**src/logic/memory_map_control_map.svh**
```systemverilog
// register offsets, field positions and reset values of the memory map control block
`ifndef MEMORY_MAP_CONTROL_MAP_SVH
`define MEMORY_MAP_CONTROL_MAP_SVH

// register index 0xc7 is not word aligned, so the byte address is four times it
`define MMC_REG_INDEX        8'hc7
`define MMC_REG_ADDR         12'h31c
`define MMC_BIT_UNIFIED      6
`define MMC_BIT_BANK_HI      5
`define MMC_BIT_BANK_LO      4
`define MMC_BIT_CACHE_OFF    1
`define MMC_BIT_RSVD_ONE     0
`define MMC_RESET_LARGE      8'h11
`define MMC_RESET_SMALL      8'h01
`define MMC_MASK_LARGE       8'h73
`define MMC_MASK_SMALL       8'h7f
`define MMC_RESP_OKAY        2'b00
`define MMC_RESP_SLVERR      2'b10
`define MMC_BANK_BYTES       18'h08000

`endif

```
**src/logic/memory_map_control_pkg.sv**
```systemverilog
// types shared by the memory map control block
`default_nettype none
package memory_map_control_pkg;

  typedef struct packed {
    logic       unified;
    logic [1:0] bank;
    logic       cache_off;
  } map_cfg_t;

  typedef enum logic [1:0] {
    RD_IDLE = 2'b00,
    RD_RESP = 2'b01
  } rd_state_t;

endpackage : memory_map_control_pkg
`default_nettype wire

```
**src/logic/memory_map_control.sv**
```systemverilog
// memory map control register with an AXI4-Lite slave port
`default_nettype none
`include "memory_map_control_map.svh"

module memory_map_control
  import memory_map_control_pkg::*;
#(
  parameter bit LARGE_FLASH = 1'b1
) (
  // clock and reset
  input  wire logic        REF_CLK_IN,
  input  wire logic        SRST_IN,
  // axi4-lite write address and data
  input  wire logic [11:0] AWADDR_IN,
  input  wire logic        AWVALID_IN,
  output var  logic        AWREADY_OUT,
  input  wire logic [31:0] WDATA_IN,
  input  wire logic [3:0]  WSTRB_IN,
  input  wire logic        WVALID_IN,
  output var  logic        WREADY_OUT,
  // axi4-lite write response
  output var  logic [1:0]  BRESP_OUT,
  output var  logic        BVALID_OUT,
  input  wire logic        BREADY_IN,
  // axi4-lite read
  input  wire logic [11:0] ARADDR_IN,
  input  wire logic        ARVALID_IN,
  output var  logic        ARREADY_OUT,
  output var  logic [31:0] RDATA_OUT,
  output var  logic [1:0]  RRESP_OUT,
  output var  logic        RVALID_OUT,
  input  wire logic        RREADY_IN,
  // memory system controls
  output var  logic        UNIFIED_MAP_ENABLE_OUT,
  output var  logic [1:0]  FLASH_BANK_SELECT_OUT,
  output var  logic [17:0] FLASH_BANK_BASE_OUT,
  output var  logic        INSTR_CACHE_OFF_OUT,
  output var  logic        CACHE_INVALIDATE_OUT
);

  localparam logic [7:0] RESET_VAL = LARGE_FLASH ? `MMC_RESET_LARGE : `MMC_RESET_SMALL;
  localparam logic [7:0] WR_MASK   = LARGE_FLASH ? `MMC_MASK_LARGE : `MMC_MASK_SMALL;

  logic [7:0]  reg_q, reg_d;
  logic        aw_got_q, aw_got_d;
  logic        w_got_q, w_got_d;
  logic [11:0] awaddr_q, awaddr_d;
  logic [7:0]  wbyte_q, wbyte_d;
  logic        wstrb0_q, wstrb0_d;
  logic        bvalid_q, bvalid_d;
  logic [1:0]  bresp_q, bresp_d;
  rd_state_t   rd_q, rd_d;
  logic [31:0] rdata_q, rdata_d;
  logic [1:0]  rresp_q, rresp_d;
  map_cfg_t    cfg_q, cfg_d;
  logic [17:0] base_q, base_d;
  logic        inval_q, inval_d;
  logic        do_write;
  // read handshake flags kept as flops so the bus outputs never glitch
  logic        arready_q, arready_d;
  logic        rvalid_q, rvalid_d;

  // write path: address and data are taken in either order, response after both
  always_comb begin
    aw_got_d = aw_got_q;
    w_got_d  = w_got_q;
    awaddr_d = awaddr_q;
    wbyte_d  = wbyte_q;
    wstrb0_d = wstrb0_q;
    bvalid_d = bvalid_q;
    bresp_d  = bresp_q;
    reg_d    = reg_q;
    do_write = 1'b0;
    if (AWVALID_IN && !aw_got_q && !bvalid_q) begin
      aw_got_d = 1'b1;
      awaddr_d = AWADDR_IN;
    end
    if (WVALID_IN && !w_got_q && !bvalid_q) begin
      w_got_d  = 1'b1;
      wbyte_d  = WDATA_IN[7:0];
      wstrb0_d = WSTRB_IN[0];
    end
    if (aw_got_q && w_got_q) begin
      aw_got_d = 1'b0;
      w_got_d  = 1'b0;
      bvalid_d = 1'b1;
      // only the one word decodes; anything else answers with an error and leaves the register alone
      if (awaddr_q[11:2] == 10'(`MMC_REG_ADDR >> 2)) begin
        bresp_d  = `MMC_RESP_OKAY;
        do_write = wstrb0_q;
      end else begin
        bresp_d = `MMC_RESP_SLVERR;
      end
    end
    // a new address or data word is held off until the pending response is taken
    if (bvalid_q && BREADY_IN) begin
      bvalid_d = 1'b0;
    end
    // bits 7, 3 and 2 ignore writes (only bit 7 in the small variant); reserved bit 0 stays writable
    // small variant keeps bank bits writable storage only
    if (do_write) begin
      reg_d = (wbyte_q & WR_MASK) | (RESET_VAL & ~WR_MASK);
    end
  end

  // read path: one read at a time, answer one cycle after the address
  always_comb begin
    rd_d    = rd_q;
    rdata_d = rdata_q;
    rresp_d = rresp_q;
    case (rd_q)
      RD_IDLE: begin
        if (ARVALID_IN) begin
          rd_d = RD_RESP;
          if (ARADDR_IN[11:2] == 10'(`MMC_REG_ADDR >> 2)) begin
            rdata_d = {24'h000000, reg_q};
            rresp_d = `MMC_RESP_OKAY;
          end else begin
            rdata_d = 32'h00000000;
            rresp_d = `MMC_RESP_SLVERR;
          end
        end
      end
      RD_RESP: begin
        if (RREADY_IN) begin
          rd_d = RD_IDLE;
        end
      end
      default: begin
        rd_d = RD_IDLE;
      end
    endcase
    // ready only while idle, so a read is taken at the edge where valid and ready are both high
    arready_d = (rd_d == RD_IDLE);
    rvalid_d  = (rd_d == RD_RESP);
  end

  // memory system view of the register
  // the outputs trail the register by one cycle, well before any following access
  always_comb begin
    cfg_d.unified   = reg_q[`MMC_BIT_UNIFIED];
    cfg_d.bank      = LARGE_FLASH ? reg_q[`MMC_BIT_BANK_HI:`MMC_BIT_BANK_LO] : 2'b00;
    cfg_d.cache_off = reg_q[`MMC_BIT_CACHE_OFF];
    // physical base of the upper window
    base_d          = 18'({cfg_d.bank, 15'h0000});
    // one-cycle invalidate on the rising edge of the cache-off bit
    inval_d         = reg_q[`MMC_BIT_CACHE_OFF] && !cfg_q.cache_off;
  end

  always_ff @(posedge REF_CLK_IN) begin
    if (SRST_IN) begin
      // bank 01 (00 in the small variant) and bit 0 set out of reset
      reg_q    <= RESET_VAL;
      aw_got_q <= 1'b0;
      w_got_q  <= 1'b0;
      awaddr_q <= 12'h000;
      wbyte_q  <= 8'h00;
      wstrb0_q <= 1'b0;
      bvalid_q <= 1'b0;
      bresp_q  <= 2'b00;
      rd_q     <= RD_IDLE;
      rdata_q  <= 32'h00000000;
      rresp_q  <= 2'b00;
      cfg_q    <= '{unified: 1'b0, bank: (LARGE_FLASH ? 2'b01 : 2'b00), cache_off: 1'b0};
      base_q   <= LARGE_FLASH ? `MMC_BANK_BYTES : 18'h00000;
      inval_q  <= 1'b0;
      arready_q <= 1'b1;
      rvalid_q  <= 1'b0;
    end else begin
      // new map applies from the cycle after the register updates
      reg_q    <= reg_d;
      aw_got_q <= aw_got_d;
      w_got_q  <= w_got_d;
      awaddr_q <= awaddr_d;
      wbyte_q  <= wbyte_d;
      wstrb0_q <= wstrb0_d;
      bvalid_q <= bvalid_d;
      bresp_q  <= bresp_d;
      rd_q     <= rd_d;
      rdata_q  <= rdata_d;
      rresp_q  <= rresp_d;
      cfg_q    <= cfg_d;
      base_q   <= base_d;
      inval_q  <= inval_d;
      arready_q <= arready_d;
      rvalid_q  <= rvalid_d;
    end
  end

  // ready flags are registered states, so outputs come from flip-flops
  assign AWREADY_OUT            = aw_got_q;
  assign WREADY_OUT             = w_got_q;
  assign BVALID_OUT             = bvalid_q;
  assign BRESP_OUT              = bresp_q;
  assign ARREADY_OUT            = arready_q;
  assign RVALID_OUT             = rvalid_q;
  assign RDATA_OUT              = rdata_q;
  assign RRESP_OUT              = rresp_q;
  assign UNIFIED_MAP_ENABLE_OUT = cfg_q.unified;
  assign FLASH_BANK_SELECT_OUT  = cfg_q.bank;
  assign FLASH_BANK_BASE_OUT    = base_q;
  assign INSTR_CACHE_OFF_OUT    = cfg_q.cache_off;
  assign CACHE_INVALIDATE_OUT   = inval_q;

endmodule : memory_map_control
`default_nettype wire

```
**config.mk**
```make
export PLATFORM = sky130hd
export DESIGN_NAME = memory_map_control
export DESIGN_NICKNAME = d
export VERILOG_FILES = /design/src/logic/memory_map_control_pkg.sv /design/src/logic/memory_map_control.sv
export VERILOG_INCLUDE_DIRS = /design/src /design/src/logic
export SDC_FILE = /design/constraint.sdc
export NUM_CORES = 1
export LEC_CHECK = 0
export ABC_AREA = 1
export BUFFER_PORTS_ARGS = -buffer_cell sky130_fd_sc_hd__buf_2
export CAP_MARGIN = 40
export CORE_MARGIN = 5
export CORE_UTILIZATION = 44
export CTS_CLUSTER_DIAMETER = 120
export DETAILED_ROUTE_END_ITERATION = 7
export HOLD_SLACK_MARGIN = 0.12
export PLACE_DENSITY = 0.85
export SKIP_LAST_GASP = 1
export SYNTH_ARGS = -nofsm -noshare
export SYNTH_HDL_FRONTEND = slang
export SYNTH_SLANG_ARGS = --single-unit
export TNS_END_PERCENT = 50
```
**constraint.sdc**
```tcl
create_clock -name REF_CLK_IN -period 2.9 [get_ports REF_CLK_IN]
set_input_delay 0 -clock REF_CLK_IN [delete_from_list [all_inputs] [get_ports REF_CLK_IN]]
set_output_delay 0 -clock REF_CLK_IN [all_outputs]
set_load 0.01 [all_outputs]
```
==> results of run 1 <==
[metal layers]
layer  vias to the layer above  wire length, µm  global-route usage (%)
li1                        796                -                       -
met1                       680             1420                    14.3
met2                        67             1940                    24.4
met3                         2              460                    3.69
met4                         0               15                    3.69
met5                         -                0                       0
[Yosys cell counts, drive strengths merged]
library cell and n:
dfxtp 40, nand4 5, conb 1, clkbuf 1, nand2 28, buf 52, or2 1, nor2 41
nand3 13, o31ai 1, nor3b 1, o21ai 18, a21oi 11, inv 23
[critical path: stages]
cell	delay [ns]
dlygate4sd3_1	0.53
buf_2	0.10
nand2_1	0.03
dlygate4sd3_1	0.54
nor2_1	0.27
nand3_1	0.11
a21oi_1	0.15
dlygate4sd3_1	0.56
[state kept, by name, indices dropped and copies added, names as in the netlist, 2 cells and up]
signal,flops
RDATA_OUT,5
rd_q,2
awaddr_q,10
FLASH_BANK_BASE_OUT,2
wbyte_q,5
reg_q,5
[timing repair]
action	CTS	global route
hold endpoints to repair	31	0
buffers inserted	0	0
hold buffers	27	0
[placed cells by master (no fill, tap or decap), types with 2 or more instances in the layout]
cell and instances:
nand2_1 27, dlygate4sd3_1 27, inv_1 22, nand4_1 5
o21ai_0 17, conb_1 46, buf_2 51, nand3_1 12
nor2_4 5, a21oi_1 11, clkbuf_8 6, clkinv_2 2
nor2_1 35, dfxtp_1 40
[cell type report]
cell class                 count  share of cell area (%)
tap                           50                    2.70
clock inverter                 2                   0.432
multi-input combinational    165                    32.3
clock buffer                   6                    3.56
inverter                      23                    3.73
timing repair buffer          78                    22.7
sequential                    40                    34.6
[worst min path at each step]
stage | to | cells after the start | from | slack (ns)
5_1_grt | RDATA_OUT[5] | 6 | ARADDR_IN[10] | 0.14
4_1_cts | RDATA_OUT[5] | 6 | ARADDR_IN[10] | 0.12
2_1_floorplan | BVALID_OUT | 1 | BREADY_IN | 0.09
3_3_place_gp | BVALID_OUT | 2 | BREADY_IN | 0.18
3_5_place_dp | BVALID_OUT | 2 | BREADY_IN | 0.19
6_report | RDATA_OUT[5] | 6 | ARADDR_IN[10] | 0.12
[stage by stage]
stage | std cells | hold slack [ns]
after floorplan | 281 | 0.0935
after global placement | 329 | 0.183
after detailed placement | 329 | 0.187
after CTS | 364 | 0.120
after global routing | 364 | 0.143
final | 364 | 0.123
[cells by family after synthesis]
logic type / synth area share (%)
AND/OR/NAND/NOR: 22.6
buffers and inverters: 26.4
flip-flops: 42.7
AO/OA/AOI/OAI: 8.13
other: 0.200
[power by group through the flow]
stage	Combinational (W)	Sequential [W]	Clock, W
3_5_place_dp	0.000138	0.000608	0
5_1_grt	0.000189	0.000600	0.000397
3_3_place_gp	0.000135	0.000607	0
2_1_floorplan	0.000148	0.000609	0
6_report	0.000166	0.000597	0.000369
4_1_cts	0.000163	0.000596	0.000380
==> results.cfg, run 1 <==
[synthesis]
synth_top_area_cell = dfxtp_1
yosys-top-cells-area = dfxtp_1 (43%), buf_4 (19%), nor2_1 (7.0%), nand2_1 (5.4%), o21ai_0 (4.5%)
netlist.area_leader.share_pct = 42.7
yosysSeqAreaShare_pct = 42.7
syn_area_um2 = 1880
yosys_warnings = 0
synth_seq_cells = 40
ys_types = 21
syn_inst = 236
avgSynthCellArea_um2 = 7.95

[cells_and_area]
fin_util_pct = 57.1
fin_area_um2 = 2320
seqCellArea_um2 = 801
num_antenna_cells = 0
finalNetCount = 380
multi_input_area_um2 = 749
layout-drive-gt1-share_pct = 22.0
num-fill-cells = 378
area_delta_synth_final_pct = 23.5

[cts]
cts_tree = built
root_buffer = clkbuf_8
clock_latency_ns = 0.29
ctsHtreeMaxLevel = 2
post_cts_resized = 0
path_clk_slew_ns = 0.07
cts_buffer_depth = 2
cts.sinks = 40
numCtsBuffers = 5

[detailed_routing]
ant_nets = 0
drt-initial-drc-count = 29
wl_per_cell_um = 10.6
wirelength_mm = 3.84
vias_per_cell = 4.24
post-route-drc-count = 0
num_vias = 1545
drt_pass1_iterations = 4

[placed_design]
place_congestion = 0.741
place_hpwl_mm = 2.65
portBuffers = 51
post-place-ws_ns = 1.74
dpl_cell_area_um2 = 1950

[worst_setup_path]
worstPathMaxFanout = 5
r2r_end = RDATA_OUT[0]
cp-endpoint = RDATA_OUT[0]
required_ns = 3.13
reg2reg_depth = 6
arrival_ns = 2.29
r2r_setup_slack_ns = 1.29
cp-end-kind = register
worstSetupPathType = in -> reg
cp-start-kind = primary input
r2r_start = rd_q[0]
startpoint = ARADDR_IN[2]

[grt]
grt_pass1_wl_mm = 5.80
grt_util_all_layers_pct = 13.1
grt_overflow = 0
antenna_found_initial = 0
grt_max_degree = 30
grt_pass1_vias = 1420

[status]
run_status = finished, final reports clean

[timing]
fin_crit_sh_pct = 71.0
fin_tns_setup_ns = 0
clock_skew_ns = 0.00689
fmax_mhz = 486
hold_violations = 0
period_needed_ns = 2.06
finalSetupViolCount = 0
relSlewSlack_pct = 51.1
rsz0062_at_grt = false
setup_slack_ns = 0.840
worst_slew_pin_slew_ns = 0.733
drv_slew = 0

[power_and_ir_drop]
clkPwrFrac_pct = 32.6
power_density_nw_per_um2 = 488
switching_share_pct = 26.2
total_power_w = 0.00113
ir_worst_vdd_mv = 0.328
combPwrFrac_pct = 14.7
leakage_nw = 1.17
seqPwrFrac_pct = 52.7
p_sw_w = 0.000296
p_int_w = 0.000836

[hold_path]
hold_class = in -> reg

[floorplanning]
dieArea_um2 = 5670
row_count = 23
die_h_um = 75.3
io-pin-count = 131
core_area_um2 = 4060
start_util_pct = 46.3
die_w_um = 75.3

[run]
cap_violations = 0
Power figures use the tool's default switching activity.
==> inputs of run 2 (changes only) <==
CORE_UTILIZATION = 37   (was 44)
PLACE_DENSITY = 0.76   (was 0.85)
clock period = 1.87 ns   (was 2.9 ns; I/O delays follow)
==> run 2 against run 1 <==
Worst hold slack better by 0.013 ns. Flip-flop and latch count stayed put. Cell count is 5.5% higher. Wire length is 2.3% higher. Core utilization is 10 points lower. Critical path depth is 2 lower. Critical endpoint unchanged. Sequential power is 55% higher. Power is 65% higher. Global-route usage is 1.5 points lower. First-iteration DRC count is 34% higher. Sequential share of layout area is 0.51 points lower. Cell area is 1.5% higher.
==> results.cfg, run 2 (synthesized netlist as in run 1, its figures left out) <==
[status]
run_status = finished, final reports clean

[power_and_ir_drop]
ir_worst_vdd_mv = 0.683
seqPwrFrac_pct = 49.4
clkPwrFrac_pct = 36.8
combPwrFrac_pct = 13.8
leakage_nw = 1.18
p_int_w = 0.00140
p_sw_w = 0.000472
power_density_nw_per_um2 = 794
switching_share_pct = 25.3

[grt]
grt_util_all_layers_pct = 11.6
grt_overflow = 0
grt_pass1_wl_mm = 5.87
grt_pass1_vias = 1385
antenna_found_initial = 0
grt_max_degree = 26

[timing]
drv_slew = 0
hold_violations = 0
relSlewSlack_pct = 58.8
worst_slew_pin_slew_ns = 0.618
fin_crit_sh_pct = 86.7
hold_slack_ns = 0.136
finalSetupViolCount = 0
period_needed_ns = 1.62
fmax_mhz = 617
fin_tns_setup_ns = 0
rsz0062_at_grt = false
clock_skew_ns = 0.00461

[cells_and_area]
final_cell_mix = buf_2 (51), conb_1 (46), dfxtp_1 (40)
fin_util_pct = 47.0
final_common_cell = buf_2
finalNetCount = 380
area_delta_synth_final_pct = 25.3
layout-drive-gt1-share_pct = 22.3
largest_reg_flops = 10
regMostFlops = awaddr_q
num_antenna_cells = 0
num-fill-cells = 509

[worst_setup_path]
required_ns = 2.10
cpPeakStageDelay_ns = 0.56
cp-start-kind = register
cp_cell_sequence = nor2_2 > nand2_2 > nor2_4 > nand3_1 > a21oi_1 > dlygate4sd3_1
worstSetupPathType = reg -> reg
path_delay_family = buffers and inverters
worst-path-buf-inv = 1
arrival_ns = 1.85
worstPathMaxFanout = 7
cp_slowest_cell = dlygate4sd3_1
cp-end-kind = register

[detailed_routing]
wirelength_mm = 3.93
num_vias = 1556
drt-initial-drc-count = 39
vias_per_cell = 4.05
wl_per_cell_um = 10.2
drt_pass1_iterations = 4
post-route-drc-count = 0
ant_nets = 0

[floorplanning]
core_area_um2 = 5010
row_count = 26
start_util_pct = 37.5
die_w_um = 81.2
io-pin-count = 131
die_h_um = 81.2
dieArea_um2 = 6600

[hold_path]
hold_class = in -> reg

[cts]
post_cts_resized = 0
numCtsBuffers = 5
clock_latency_ns = 0.29
ctsHtreeMaxLevel = 2
cts.sinks = 40
cts_setup_buffers = 0
path_clk_slew_ns = 0.07
cts_buffer_depth = 2
root_buffer = clkbuf_8
cts_tree = built

[placed_design]
portBuffers = 51
place_congestion = 0.705
place_hpwl_mm = 2.74

[run]
cap_violations = 0
-- run 2: per-stage QoR --
step	cells	instance area (µm²)	worst slack, ns	total power [W]
after detailed placement	351	1990	0.737	0.00116
after CTS	384	2350	0.270	0.00188
final	384	2350	0.248	0.00187
after global routing	384	2350	0.122	0.00195
after floorplan	281	2050	0.823	0.00117
after global placement	351	1990	0.736	0.00115
-- run 2: what timing repair did --
action | 4_1_cts | 5_1_grt
hold buffers | 25 | 0
endpoints found under the hold margin | 31 | 0
endpoints found under the setup margin | 0 | 0
-- run 2: power groups by stage --
stage,Sequential (W),Clock [W],Combinational (W)
2_1_floorplan,0.000944,0,0.000230
3_3_place_gp,0.000941,0,0.000214
3_5_place_dp,0.000942,0,0.000218
4_1_cts,0.000923,0.000709,0.000253
5_1_grt,0.000928,0.000738,0.000289
6_report,0.000923,0.000688,0.000257
-- run 2: layout make-up --
type	instances	area, µm²	share of cell area [%]
Sequential cell	40	801	34.0
Multi-Input combinational cell	165	749	31.9
Timing Repair Buffer	78	520	22.1
Tap cell	70	87.6	3.72
Inverter	23	86.3	3.67
Clock buffer	6	72.6	3.09
Clock inverter	2	35.0	1.49
-- run 2: worst paths after layout --
path / from / slack (ns) / end / cells past startpoint
setup / recovery: rd_q[0] / 0.25 / RDATA_OUT[0] / 6
setup reg to reg: rd_q[0] / 0.25 / RDATA_OUT[0] / 6
hold / removal: ARADDR_IN[10] / 0.14 / RDATA_OUT[5] / 6
hold reg to reg: INSTR_CACHE_OFF_OUT / 0.41 / CACHE_INVALIDATE_OUT / 1
-- run 2: layer usage --
layer  routed length (µm)  GRT usage, %  vias to the layer above
met3                  416          3.88                        5
met4                   43          4.05                        0
met2                 1960          21.8                       68
li1                     -             -                      797
met5                    0             0                        -
met1                 1510          11.7                      686
-- run 2: worst register-to-register path: stages, from the launching register on --
cell and delay [ns]:
dfxtp_1 0.32, nor2_2 0.13, nand2_2 0.13, nor2_4 0.19, nand3_1 0.09, a21oi_1 0.14, dlygate4sd3_1 0.56
